<file path="src/include/backlight_pkg.sv">
/*
 * Shared constants for the backlight dimming configuration slice: register offsets,
 * reset values, write masks, field positions, serial-bus states and PWM sampler limits.
 * Assumes a single 250 MHz system clock and an 8-bit register pointer on the serial bus.
 */
`default_nettype none

package backlight_pkg;

    // The bus address is arbitrary; it only has to match what the host is built with.
    localparam logic [6:0] DEV_ADDR = 7'h36;

    localparam logic [7:0] OFS_BOOST = 8'h02;
    localparam logic [7:0] OFS_BRIGHT_A = 8'h03;
    localparam logic [7:0] OFS_BRIGHT_B = 8'h04;
    localparam logic [7:0] OFS_CURRENT_A = 8'h05;
    localparam logic [7:0] OFS_CURRENT_B = 8'h06;
    localparam logic [7:0] OFS_RAMP = 8'h07;

    localparam logic [7:0] RST_BOOST = 8'h38;
    localparam logic [7:0] RST_BRIGHT = 8'h00;
    localparam logic [7:0] RST_CURRENT = 8'h1F;
    localparam logic [7:0] RST_RAMP = 8'h00;

    // Writable bits per register; every other bit is read-only and reads zero.
    localparam logic [7:0] MASK_BOOST = 8'h7F;
    localparam logic [7:0] MASK_CURRENT_A = 8'hDF;
    localparam logic [7:0] MASK_CURRENT_B = 8'h1F;
    localparam logic [7:0] MASK_RAMP = 8'h3F;

    localparam int BOOST_FREQ_BIT = 0;
    localparam int CUR_HYST_BIT = 7;
    localparam int CUR_LB_BIT = 6;
    localparam int CUR_CODE_MSB = 4;
    localparam int RAMP_START_MSB = 5;
    localparam int RAMP_START_LSB = 3;
    localparam int RAMP_SHUT_MSB = 2;
    localparam logic [2:0] RAMP_SHORT_CODE = 3'h0;

    localparam logic [3:0] BITS_PER_BYTE = 4'h8;
    localparam logic [3:0] LAST_TX_BIT = 4'h7;

    localparam int PWM_CODE_W = 8;
    localparam logic [PWM_CODE_W-1:0] HYST_STEPS_CLEAR = 8'h03;
    localparam logic [PWM_CODE_W-1:0] HYST_STEPS_SET = 8'h02;
    localparam logic [PWM_CODE_W-1:0] LB_ZERO_MAX = 8'h01;
    localparam logic [PWM_CODE_W-1:0] LB_FLOOR_MAX = 8'h06;
    localparam logic [PWM_CODE_W-1:0] LB_FLOOR_CODE = 8'h06;
    localparam logic [PWM_CODE_W-1:0] LB_ZERO_CODE = 8'h00;

    typedef enum logic [2:0] {
        ST_IDLE = 3'h0,
        ST_ADDR = 3'h1,
        ST_ADDR_ACK = 3'h3,
        ST_WR = 3'h2,
        ST_WR_ACK = 3'h6,
        ST_RD = 3'h7,
        ST_RD_ACK = 3'h5
    } bus_state_t;

endpackage

`default_nettype wire

</file>
<file path="src/include/pwm_sampler_if.sv">
/*
 * Carrier between the register bank and the PWM input sampler.
 * Assumes both ends run on the same system clock.
 */
`timescale 1ns/1ps
`default_nettype none

interface pwm_sampler_if;
    logic hyst_two;
    logic lower_bound_en;
    logic raw_valid;
    logic [backlight_pkg::PWM_CODE_W-1:0] raw_code;
    logic [backlight_pkg::PWM_CODE_W-1:0] out_code;

    modport cfg (output hyst_two, output lower_bound_en, output raw_valid, output raw_code, input out_code);
    modport core (input hyst_two, input lower_bound_en, input raw_valid, input raw_code, output out_code);
endinterface

`default_nettype wire

</file>
<file path="src/hw/pwm_sampler.sv">
/*
 * PWM input sampler: filters the sampled equivalent code with a step hysteresis and
 * applies the optional lower-bound mapping. Assumes raw codes arrive on the system clock.
 */
`timescale 1ns/1ps
`default_nettype none

module pwm_sampler (
    input wire logic clk_sys,
    input wire logic rstn,
    pwm_sampler_if.core smp
);
    localparam int W = backlight_pkg::PWM_CODE_W;

    logic [W-1:0] held_reg;
    logic [W-1:0] out_reg;
    logic [W-1:0] step;
    logic [W-1:0] threshold;
    logic [W-1:0] held_next;
    logic [W-1:0] out_next;

    assign step = (smp.raw_code > held_reg) ? smp.raw_code - held_reg : held_reg - smp.raw_code;
    assign threshold = smp.hyst_two ? backlight_pkg::HYST_STEPS_SET : backlight_pkg::HYST_STEPS_CLEAR;
    assign held_next = (smp.raw_valid && step >= threshold) ? smp.raw_code : held_reg;
    assign out_next = smp.lower_bound_en ? held_next :
        (held_next <= backlight_pkg::LB_ZERO_MAX) ? backlight_pkg::LB_ZERO_CODE :
        (held_next <= backlight_pkg::LB_FLOOR_MAX) ? backlight_pkg::LB_FLOOR_CODE : held_next;
    assign smp.out_code = out_reg;

    always_ff @(posedge clk_sys or negedge rstn) begin
        if (!rstn) begin
            held_reg <= '0;
            out_reg <= '0;
        end else begin
            held_reg <= held_next;
            out_reg <= out_next;
        end
    end
endmodule

`default_nettype wire

</file>
<file path="src/hw/backlight_dimming_config_regs.sv">
/*
 * Register slice of a dual-bank backlight driver reached over an I2C-compatible serial
 * bus: boost frequency select, bank brightness, full-scale current, PWM sampler controls
 * and on/off ramp times. Assumes an open-drain bus with external pull-ups resolved by
 * the surroundings, and a sleep status level from the control logic on the same clock.
 */
// Summary of operation
// - Boost register bit 0 picks 500 kHz when zero and 1 MHz when one.
// - Bank A brightness is an 8-bit value applied to every bank A output.
// - Bank B brightness is an 8-bit value applied to every bank B output.
// - While sleep status is one, writes to both brightness registers are discarded.
// - Current A bit 7 sets the sampler hysteresis to 3 code steps when clear and 2 when set.
// - With lower-bound bit 6 clear, sampled codes 2 to 6 give 6 and codes 0 to 1 give 0.
// - With lower-bound bit 6 set, the sampler follows the filtered code below 6 as well.
// - Each bank keeps a 5-bit full-scale current code in bits 4 to 0 of its current register.
// - Both current registers read 1Fh after reset.
// - Brightness registers reset to 00h and the boost register to 38h.
// - The ramp register holds startup time in bits 5 to 3, shutdown in 2 to 0, bits 7 and 6 read-only.
// - A ramp code of zero selects the short, near-immediate transition.
`timescale 1ns/1ps
`default_nettype none

module backlight_dimming_config_regs (
    input wire logic clk_sys,
    input wire logic rstn,
    input wire logic scl_in,
    input wire logic sda_in,
    output logic sda_out,
    output logic sda_oe,
    input wire logic sleep_status,
    input wire logic [backlight_pkg::PWM_CODE_W-1:0] pwm_code,
    input wire logic pwm_code_valid,
    output logic boost_freq_select,
    output logic [5:0] boost_aux_settings,
    output logic [7:0] bank_a_brightness,
    output logic [7:0] bank_b_brightness,
    output logic [4:0] bank_a_full_scale,
    output logic [4:0] bank_b_full_scale,
    output logic [2:0] startup_ramp_code,
    output logic [2:0] shutdown_ramp_code,
    output logic startup_ramp_short,
    output logic shutdown_ramp_short,
    output logic [backlight_pkg::PWM_CODE_W-1:0] pwm_sampled_code
);
    logic scl_meta_reg, scl_sync_reg, scl_prev_reg;
    logic sda_meta_reg, sda_sync_reg, sda_prev_reg;
    backlight_pkg::bus_state_t state_reg;
    logic [3:0] bit_cnt_reg;
    logic [7:0] shift_reg, tx_reg, ptr_reg;
    logic rw_reg, first_reg, oe_reg, mack_reg;
    logic [7:0] boost_reg, bright_a_reg, bright_b_reg, cur_a_reg, cur_b_reg, ramp_reg;

    // Both bus pins pass three flip-flops; only the second stage and later are decoded.
    always_ff @(posedge clk_sys or negedge rstn) begin
        if (!rstn) begin
            scl_meta_reg <= 1'b1;
            scl_sync_reg <= 1'b1;
            scl_prev_reg <= 1'b1;
            sda_meta_reg <= 1'b1;
            sda_sync_reg <= 1'b1;
            sda_prev_reg <= 1'b1;
        end else begin
            scl_meta_reg <= scl_in;
            scl_sync_reg <= scl_meta_reg;
            scl_prev_reg <= scl_sync_reg;
            sda_meta_reg <= sda_in;
            sda_sync_reg <= sda_meta_reg;
            sda_prev_reg <= sda_sync_reg;
        end
    end

    logic scl_rise, scl_fall, start_det, stop_det, byte_done, wr_en;
    assign scl_rise = scl_sync_reg && !scl_prev_reg;
    assign scl_fall = !scl_sync_reg && scl_prev_reg;
    assign start_det = scl_sync_reg && scl_prev_reg && sda_prev_reg && !sda_sync_reg;
    assign stop_det = scl_sync_reg && scl_prev_reg && !sda_prev_reg && sda_sync_reg;
    assign byte_done = scl_fall && bit_cnt_reg == backlight_pkg::BITS_PER_BYTE;
    assign wr_en = state_reg == backlight_pkg::ST_WR && byte_done && !first_reg;

    logic wr_boost, wr_bright_a, wr_bright_b, wr_cur_a, wr_cur_b, wr_ramp;
    assign wr_boost = wr_en && ptr_reg == backlight_pkg::OFS_BOOST;
    assign wr_bright_a = wr_en && ptr_reg == backlight_pkg::OFS_BRIGHT_A && !sleep_status;
    assign wr_bright_b = wr_en && ptr_reg == backlight_pkg::OFS_BRIGHT_B && !sleep_status;
    assign wr_cur_a = wr_en && ptr_reg == backlight_pkg::OFS_CURRENT_A;
    assign wr_cur_b = wr_en && ptr_reg == backlight_pkg::OFS_CURRENT_B;
    assign wr_ramp = wr_en && ptr_reg == backlight_pkg::OFS_RAMP;

    // Read-only bits are masked off on the way in, so they always read zero.
    always_ff @(posedge clk_sys or negedge rstn) begin
        if (!rstn) begin
            boost_reg <= backlight_pkg::RST_BOOST;
            bright_a_reg <= backlight_pkg::RST_BRIGHT;
            bright_b_reg <= backlight_pkg::RST_BRIGHT;
            cur_a_reg <= backlight_pkg::RST_CURRENT;
            cur_b_reg <= backlight_pkg::RST_CURRENT;
            ramp_reg <= backlight_pkg::RST_RAMP;
        end else begin
            if (wr_boost) boost_reg <= shift_reg & backlight_pkg::MASK_BOOST;
            if (wr_bright_a) bright_a_reg <= shift_reg;
            if (wr_bright_b) bright_b_reg <= shift_reg;
            if (wr_cur_a) cur_a_reg <= shift_reg & backlight_pkg::MASK_CURRENT_A;
            if (wr_cur_b) cur_b_reg <= shift_reg & backlight_pkg::MASK_CURRENT_B;
            if (wr_ramp) ramp_reg <= shift_reg & backlight_pkg::MASK_RAMP;
        end
    end

    logic [7:0] rd_data;
    assign rd_data = (ptr_reg == backlight_pkg::OFS_BOOST) ? boost_reg :
        (ptr_reg == backlight_pkg::OFS_BRIGHT_A) ? bright_a_reg :
        (ptr_reg == backlight_pkg::OFS_BRIGHT_B) ? bright_b_reg :
        (ptr_reg == backlight_pkg::OFS_CURRENT_A) ? cur_a_reg :
        (ptr_reg == backlight_pkg::OFS_CURRENT_B) ? cur_b_reg :
        (ptr_reg == backlight_pkg::OFS_RAMP) ? ramp_reg : 8'h00;

    // Serial slave: address byte, pointer byte, then data bytes with auto-increment.
    always_ff @(posedge clk_sys or negedge rstn) begin
        if (!rstn) begin
            state_reg <= backlight_pkg::ST_IDLE;
            bit_cnt_reg <= 4'h0;
            shift_reg <= 8'h00;
            tx_reg <= 8'h00;
            ptr_reg <= 8'h00;
            rw_reg <= 1'b0;
            first_reg <= 1'b1;
            oe_reg <= 1'b0;
            mack_reg <= 1'b0;
        end else if (start_det) begin
            state_reg <= backlight_pkg::ST_ADDR;
            bit_cnt_reg <= 4'h0;
            first_reg <= 1'b1;
            oe_reg <= 1'b0;
        end else if (stop_det) begin
            state_reg <= backlight_pkg::ST_IDLE;
            oe_reg <= 1'b0;
        end else begin
            case (state_reg)
                backlight_pkg::ST_ADDR, backlight_pkg::ST_WR: begin
                    if (scl_rise) begin
                        shift_reg <= {shift_reg[6:0], sda_sync_reg};
                        bit_cnt_reg <= bit_cnt_reg + 4'h1;
                    end else if (byte_done && state_reg == backlight_pkg::ST_ADDR) begin
                        if (shift_reg[7:1] == backlight_pkg::DEV_ADDR) begin
                            rw_reg <= shift_reg[0];
                            oe_reg <= 1'b1;
                            state_reg <= backlight_pkg::ST_ADDR_ACK;
                        end else begin
                            state_reg <= backlight_pkg::ST_IDLE;
                        end
                    end else if (byte_done) begin
                        if (first_reg) begin
                            ptr_reg <= shift_reg;
                            first_reg <= 1'b0;
                        end else begin
                            ptr_reg <= ptr_reg + 8'h01;
                        end
                        oe_reg <= 1'b1;
                        state_reg <= backlight_pkg::ST_WR_ACK;
                    end
                end
                backlight_pkg::ST_ADDR_ACK: begin
                    if (scl_fall) begin
                        bit_cnt_reg <= 4'h0;
                        if (rw_reg) begin
                            tx_reg <= rd_data;
                            oe_reg <= !rd_data[7];
                            state_reg <= backlight_pkg::ST_RD;
                        end else begin
                            oe_reg <= 1'b0;
                            state_reg <= backlight_pkg::ST_WR;
                        end
                    end
                end
                backlight_pkg::ST_WR_ACK: begin
                    if (scl_fall) begin
                        oe_reg <= 1'b0;
                        bit_cnt_reg <= 4'h0;
                        state_reg <= backlight_pkg::ST_WR;
                    end
                end
                backlight_pkg::ST_RD: begin
                    if (scl_fall && bit_cnt_reg == backlight_pkg::LAST_TX_BIT) begin
                        oe_reg <= 1'b0;
                        ptr_reg <= ptr_reg + 8'h01;
                        state_reg <= backlight_pkg::ST_RD_ACK;
                    end else if (scl_fall) begin
                        tx_reg <= {tx_reg[6:0], 1'b0};
                        oe_reg <= !tx_reg[6];
                        bit_cnt_reg <= bit_cnt_reg + 4'h1;
                    end
                end
                backlight_pkg::ST_RD_ACK: begin
                    if (scl_rise) begin
                        mack_reg <= !sda_sync_reg;
                    end else if (scl_fall && mack_reg) begin
                        tx_reg <= rd_data;
                        oe_reg <= !rd_data[7];
                        bit_cnt_reg <= 4'h0;
                        state_reg <= backlight_pkg::ST_RD;
                    end else if (scl_fall) begin
                        state_reg <= backlight_pkg::ST_IDLE;
                    end
                end
                default: begin
                    oe_reg <= 1'b0;
                end
            endcase
        end
    end

    assign sda_out = 1'b0;
    assign sda_oe = oe_reg;

    assign boost_freq_select = boost_reg[backlight_pkg::BOOST_FREQ_BIT];
    assign boost_aux_settings = boost_reg[6:1];
    assign bank_a_brightness = bright_a_reg;
    assign bank_b_brightness = bright_b_reg;
    assign bank_a_full_scale = cur_a_reg[backlight_pkg::CUR_CODE_MSB:0];
    assign bank_b_full_scale = cur_b_reg[backlight_pkg::CUR_CODE_MSB:0];
    assign startup_ramp_code = ramp_reg[backlight_pkg::RAMP_START_MSB:backlight_pkg::RAMP_START_LSB];
    assign shutdown_ramp_code = ramp_reg[backlight_pkg::RAMP_SHUT_MSB:0];
    assign startup_ramp_short = startup_ramp_code == backlight_pkg::RAMP_SHORT_CODE;
    assign shutdown_ramp_short = shutdown_ramp_code == backlight_pkg::RAMP_SHORT_CODE;

    pwm_sampler_if smp_bus ();
    assign smp_bus.hyst_two = cur_a_reg[backlight_pkg::CUR_HYST_BIT];
    assign smp_bus.lower_bound_en = cur_a_reg[backlight_pkg::CUR_LB_BIT];
    assign smp_bus.raw_code = pwm_code;
    assign smp_bus.raw_valid = pwm_code_valid;
    assign pwm_sampled_code = smp_bus.out_code;

    pwm_sampler sampler (
        .clk_sys(clk_sys),
        .rstn(rstn),
        .smp(smp_bus.core)
    );
endmodule

`default_nettype wire

</file>
<file path="config.mk">
export PLATFORM = sky130hd
export DESIGN_NAME = backlight_dimming_config_regs
export DESIGN_NICKNAME = d
export VERILOG_FILES = /design/src/include/backlight_pkg.sv /design/src/include/pwm_sampler_if.sv /design/src/hw/pwm_sampler.sv /design/src/hw/backlight_dimming_config_regs.sv
export SDC_FILE = /design/constraint.sdc
export NUM_CORES = 1
export LEC_CHECK = 0
export ABC_AREA = 1
export BUFFER_PORTS_ARGS = -buffer_cell sky130_fd_sc_hd__buf_2
export CAP_MARGIN = 25
export CORE_MARGIN = 2
export CORE_UTILIZATION = 55
export DETAILED_ROUTE_END_ITERATION = 8
export PLACE_DENSITY = 0.74
export SKIP_CTS_REPAIR_TIMING = 1
export SLEW_MARGIN = 10
export SYNTH_ARGS = -nofsm -noshare
export SYNTH_HDL_FRONTEND = slang
export SYNTH_SLANG_ARGS = --single-unit
</file>
<file path="constraint.sdc">
create_clock -name clk_sys -period 2.7 [get_ports clk_sys]
set_clock_uncertainty 0.05 [all_clocks]
set_input_delay 0.135 -clock clk_sys [delete_from_list [all_inputs] [get_ports clk_sys]]
set_output_delay 0.135 -clock clk_sys [all_outputs]
set_load 0.05 [all_outputs]
</file>
==> summary.md <==
| Metric | Value |
|---|---|
| Buffers & Inverters on Critical Path | 4 |
| Synth cell types | 45 |
| R2R cell count | 21 |
| RR Startpoint | sampler.held_reg[0]$_DFF_PN0_ |
| Minimum clock period | 2.67 ns |
| Cells after Synth | between 700 and 800 |
| Arr. time, crit path | around 2.9 ns |
| Clock tree buffer depth | 2 |
| Global route total overflow | 0 |
| Ys async rst share | between 90% and 100% |
| Num ports | between 60 and 70 |
| RSZ-0062 raised after global routing | true |
| Global-route wire length before repair | 23.4 mm |
| Iteration-0 DRC Markers | 354 |
| Vias post-DR | 5107 |
| Largest net degree at the start of global routing | 52 |
| Avg WL per Cell | 15.4 µm |
| Total Die Area | 0.0109 mm² |
| TritonRoute pass-1 iters | 5 |
| Ys flop type | dfrtp_1 |
| Setup crit start kind | register |
| Slew Limit Fails | 0 |
| Synthesized Nets | 754 |
| H-tree depth | 3 |
| Cells on Worst Hold Path | 5 |
| Outcome | complete, no violations |
| Seq. cell area | 0.00245 mm² |
| Nets | 840 |
| Most frequent cells in the layout | 179 x nand2_1, 104 x inv_1, 81 x o21ai_0, 77 x dfrtp_1, 62 x buf_2 |
| Post-Syn Area | roughly 0.0055 mm² |
| Fmax | 374 MHz |
| Clk sinks | 97 |
| I/O Buffers | 63 |
| Largest area contributor in the netlist | dfrtp_1 |
| CP most frequent cell | nand3_2 |
| Synth Register Bits | 97 |
| CP cell instances | inv_1 -> ha_2 -> inv_2 -> fa_2 -> nand3_2 -> buf_4 -> nand3_1 -> nand2_1 -> nand3_2 -> nor2_2 -> nand3_2 -> nand2_2 -> nand2_4 -> nand2_8 -> nand2_1 -> nand2_2 -> nand2_2 -> nor2_4 -> nand3_2 -> nand2_1 -> inv_1 |
| Synth-to-Final Area Change | 18.3% |
| CTS Buf Count | 9 |
| WHS Endpoint | sampler.held_reg[7]$_DFF_PN0_ |
| Area contributors post-synth | dfrtp_1 35%, nand2_1 13%, dfstp_2 9.5% |
| Yosys warnings | 0 |
| CP Class | reg2reg |
| Avg Synthesized Cell Area | just under 8 µm² |
| Leading cell type in the layout, fill and taps excluded | nand2_1 |
| EDFF count, synth | 0 |
| Hold Crit Start | pwm_code[7] |
| Vias in the first global route | 4799 |
| Initial Util | 56.5% |
| Design Power | 4.99 mW |
| Clock transition at path regs | ~0.1 ns |
| Non-Filler Instances | 940 |
| RR Endpoint | sampler.smp.out_code[0]$_DFF_PN0_ |
| P per Cell Area | 764 mW/mm² |
| Die Y | around 100 µm |
| Hold Crit Class | in2reg |
| Final WL | 14.5 mm |
| Critical path's slowest cell | dfrtp_1 |
| Setup Viol. Count Final | 0 |
| Floorplan row count | 36 |
| CTS Root Buffer Type | clkbuf_8 |
| Initial antenna violation count | 0 |
| Reg2reg setup slack | ~0.029 ns |
| Via/cell ratio | 5.43 |
| # DRC | 0 |
| Multi-input gate area | between 0.002 and 0.003 mm² |
| Placed Cells incl. Taps | 911 |
| P_leak | 3.26 nW |
| Fillers | 836 |
| CP max FO | 7 |
| Max_slew headroom | 58.1% |
| Fin. Hold Viols | 0 |
| Core area | slightly below 0.01 mm² |
| GPL Wtd Cong | ~0.87 |
| Seq/Total Area, Yosys | 44.4% |
| TritonCTS clock tree | built |
| MaxCap Viol Count | 0 |
| Tcrit/Tclk final | a little over nine tenths |
| Worst-margin pin slew | 0.628 ns |
| # diodes | 0 |
| Total Routing Usage GR | around 27% |
| Max IR drop VDD | 0.000573 V |
| Yosys top cell area share | 34.9% |
| Crit end category | register |
| Share of cells above drive strength 1 | 22.1% |
| Cell family with most CP delay | simple AND/OR/NAND/NOR gates |
| CP peak stage delay | ~0.41 ns |
| Hpwl dp | 10.7 mm |
| Width of the die | between 100 and 150 µm |
| Req. time, crit path | 2.94 ns |
| Setup TNS | 0 ns |
| Routed Antenna Nets | 0 |
| Clock latency on the worst-skew pair | 0.38 ns |
## logic make-up after synthesis
family | synth area share (%)
other | 0.0679
buffers and inverters | 9.18
AOI/OAI and AO/OA | 14.4
xor gates and xnor gates | 0.793
DFF | 44.4
adders and majority gates | 5.71
and+or+nand+nor | 25.4
## how the worst max path moves through the flow
stage                                        endpoint                          start  slack (ns)  cells after the start
floorplan           sampler.smp.out_code[0]$_DFF_PN0_  sampler.held_reg[0]$_DFF_PN0_        0.21                     21
global placement    sampler.smp.out_code[0]$_DFF_PN0_  sampler.held_reg[0]$_DFF_PN0_        0.11                     20
detailed placement  sampler.smp.out_code[0]$_DFF_PN0_  sampler.held_reg[0]$_DFF_PN0_       0.009                     20
CTS                 sampler.smp.out_code[0]$_DFF_PN0_  sampler.held_reg[0]$_DFF_PN0_      0.0003                     20
global route        sampler.smp.out_code[0]$_DFF_PN0_  sampler.held_reg[0]$_DFF_PN0_       -0.12                     21
finish              sampler.smp.out_code[0]$_DFF_PN0_  sampler.held_reg[0]$_DFF_PN0_        0.03                     21
## per-layer routing
layer / track usage, % / part of all wire (%) / wire (µm)
met5: 0 / 0 / 0
met4: 11.4 / 2.7 / 390
met3: 2.88 / 4.4 / 632
met2: 44.2 / 49 / 7160
met1: 36.1 / 44 / 6330
## cells in the mapped netlist, types with 5 or more instances
library cell	n
ha_1	22
inv_2	8
dfrtp_1	77
o211ai_1	16
a21oi_1	21
nand4_1	8
o21ai_0	81
nor2_1	41
dfstp_2	20
nand2_2	11
a31oi_1	5
nor3_1	15
nand2_1	184
nand3_1	50
inv_1	105
clkbuf_1	8
## cell type report
type	instances	share of cell area, %
Clock buffer	10	1.95
Clock inverter	6	1.76
Inverter	113	6.50
Multi-Input combinational cell	491	41.3
Sequential cell	97	37.6
Tap cell	133	2.55
Timing Repair Buffer	90	8.39
## worst reg2reg max path, stage by stage (launching register included)
cell,delay (ns)
dfrtp_1,0.41
inv_1,0.07
ha_2,0.17
inv_2,0.05
fa_2,0.39
nand3_2,0.09
buf_4,0.11
nand3_1,0.07
nand2_1,0.08
nand3_2,0.08
nor2_2,0.10
nand3_2,0.09
nand2_2,0.09
nand2_4,0.09
nand2_8,0.11
nand2_1,0.07
nand2_2,0.09
nand2_2,0.07
nor2_4,0.14
nand3_2,0.07
nand2_1,0.06
inv_1,0.03
## power breakdown
group / internal, mW / switching [mW]
sequential: 1.69 / 0.184
clock: 0.620 / 0.525
combinational: 0.631 / 1.34
## through the flow
stage | hold WS, ns | utilization, % | worst slack (ns) | cell area [µm²]
floorplan | -0.211 | - | 0.208 | 5520
global placement | 0.127 | 61.8 | 0.113 | 6040
detailed placement | 0.141 | 61.8 | 0.00935 | 6040
CTS | -0.266 | 64.3 | 0.000252 | 6280
global route | 0.0840 | 66.8 | -0.118 | 6530
finish | 0.0899 | 66.8 | 0.0289 | 6530
Power figures use the tool's default switching activity.
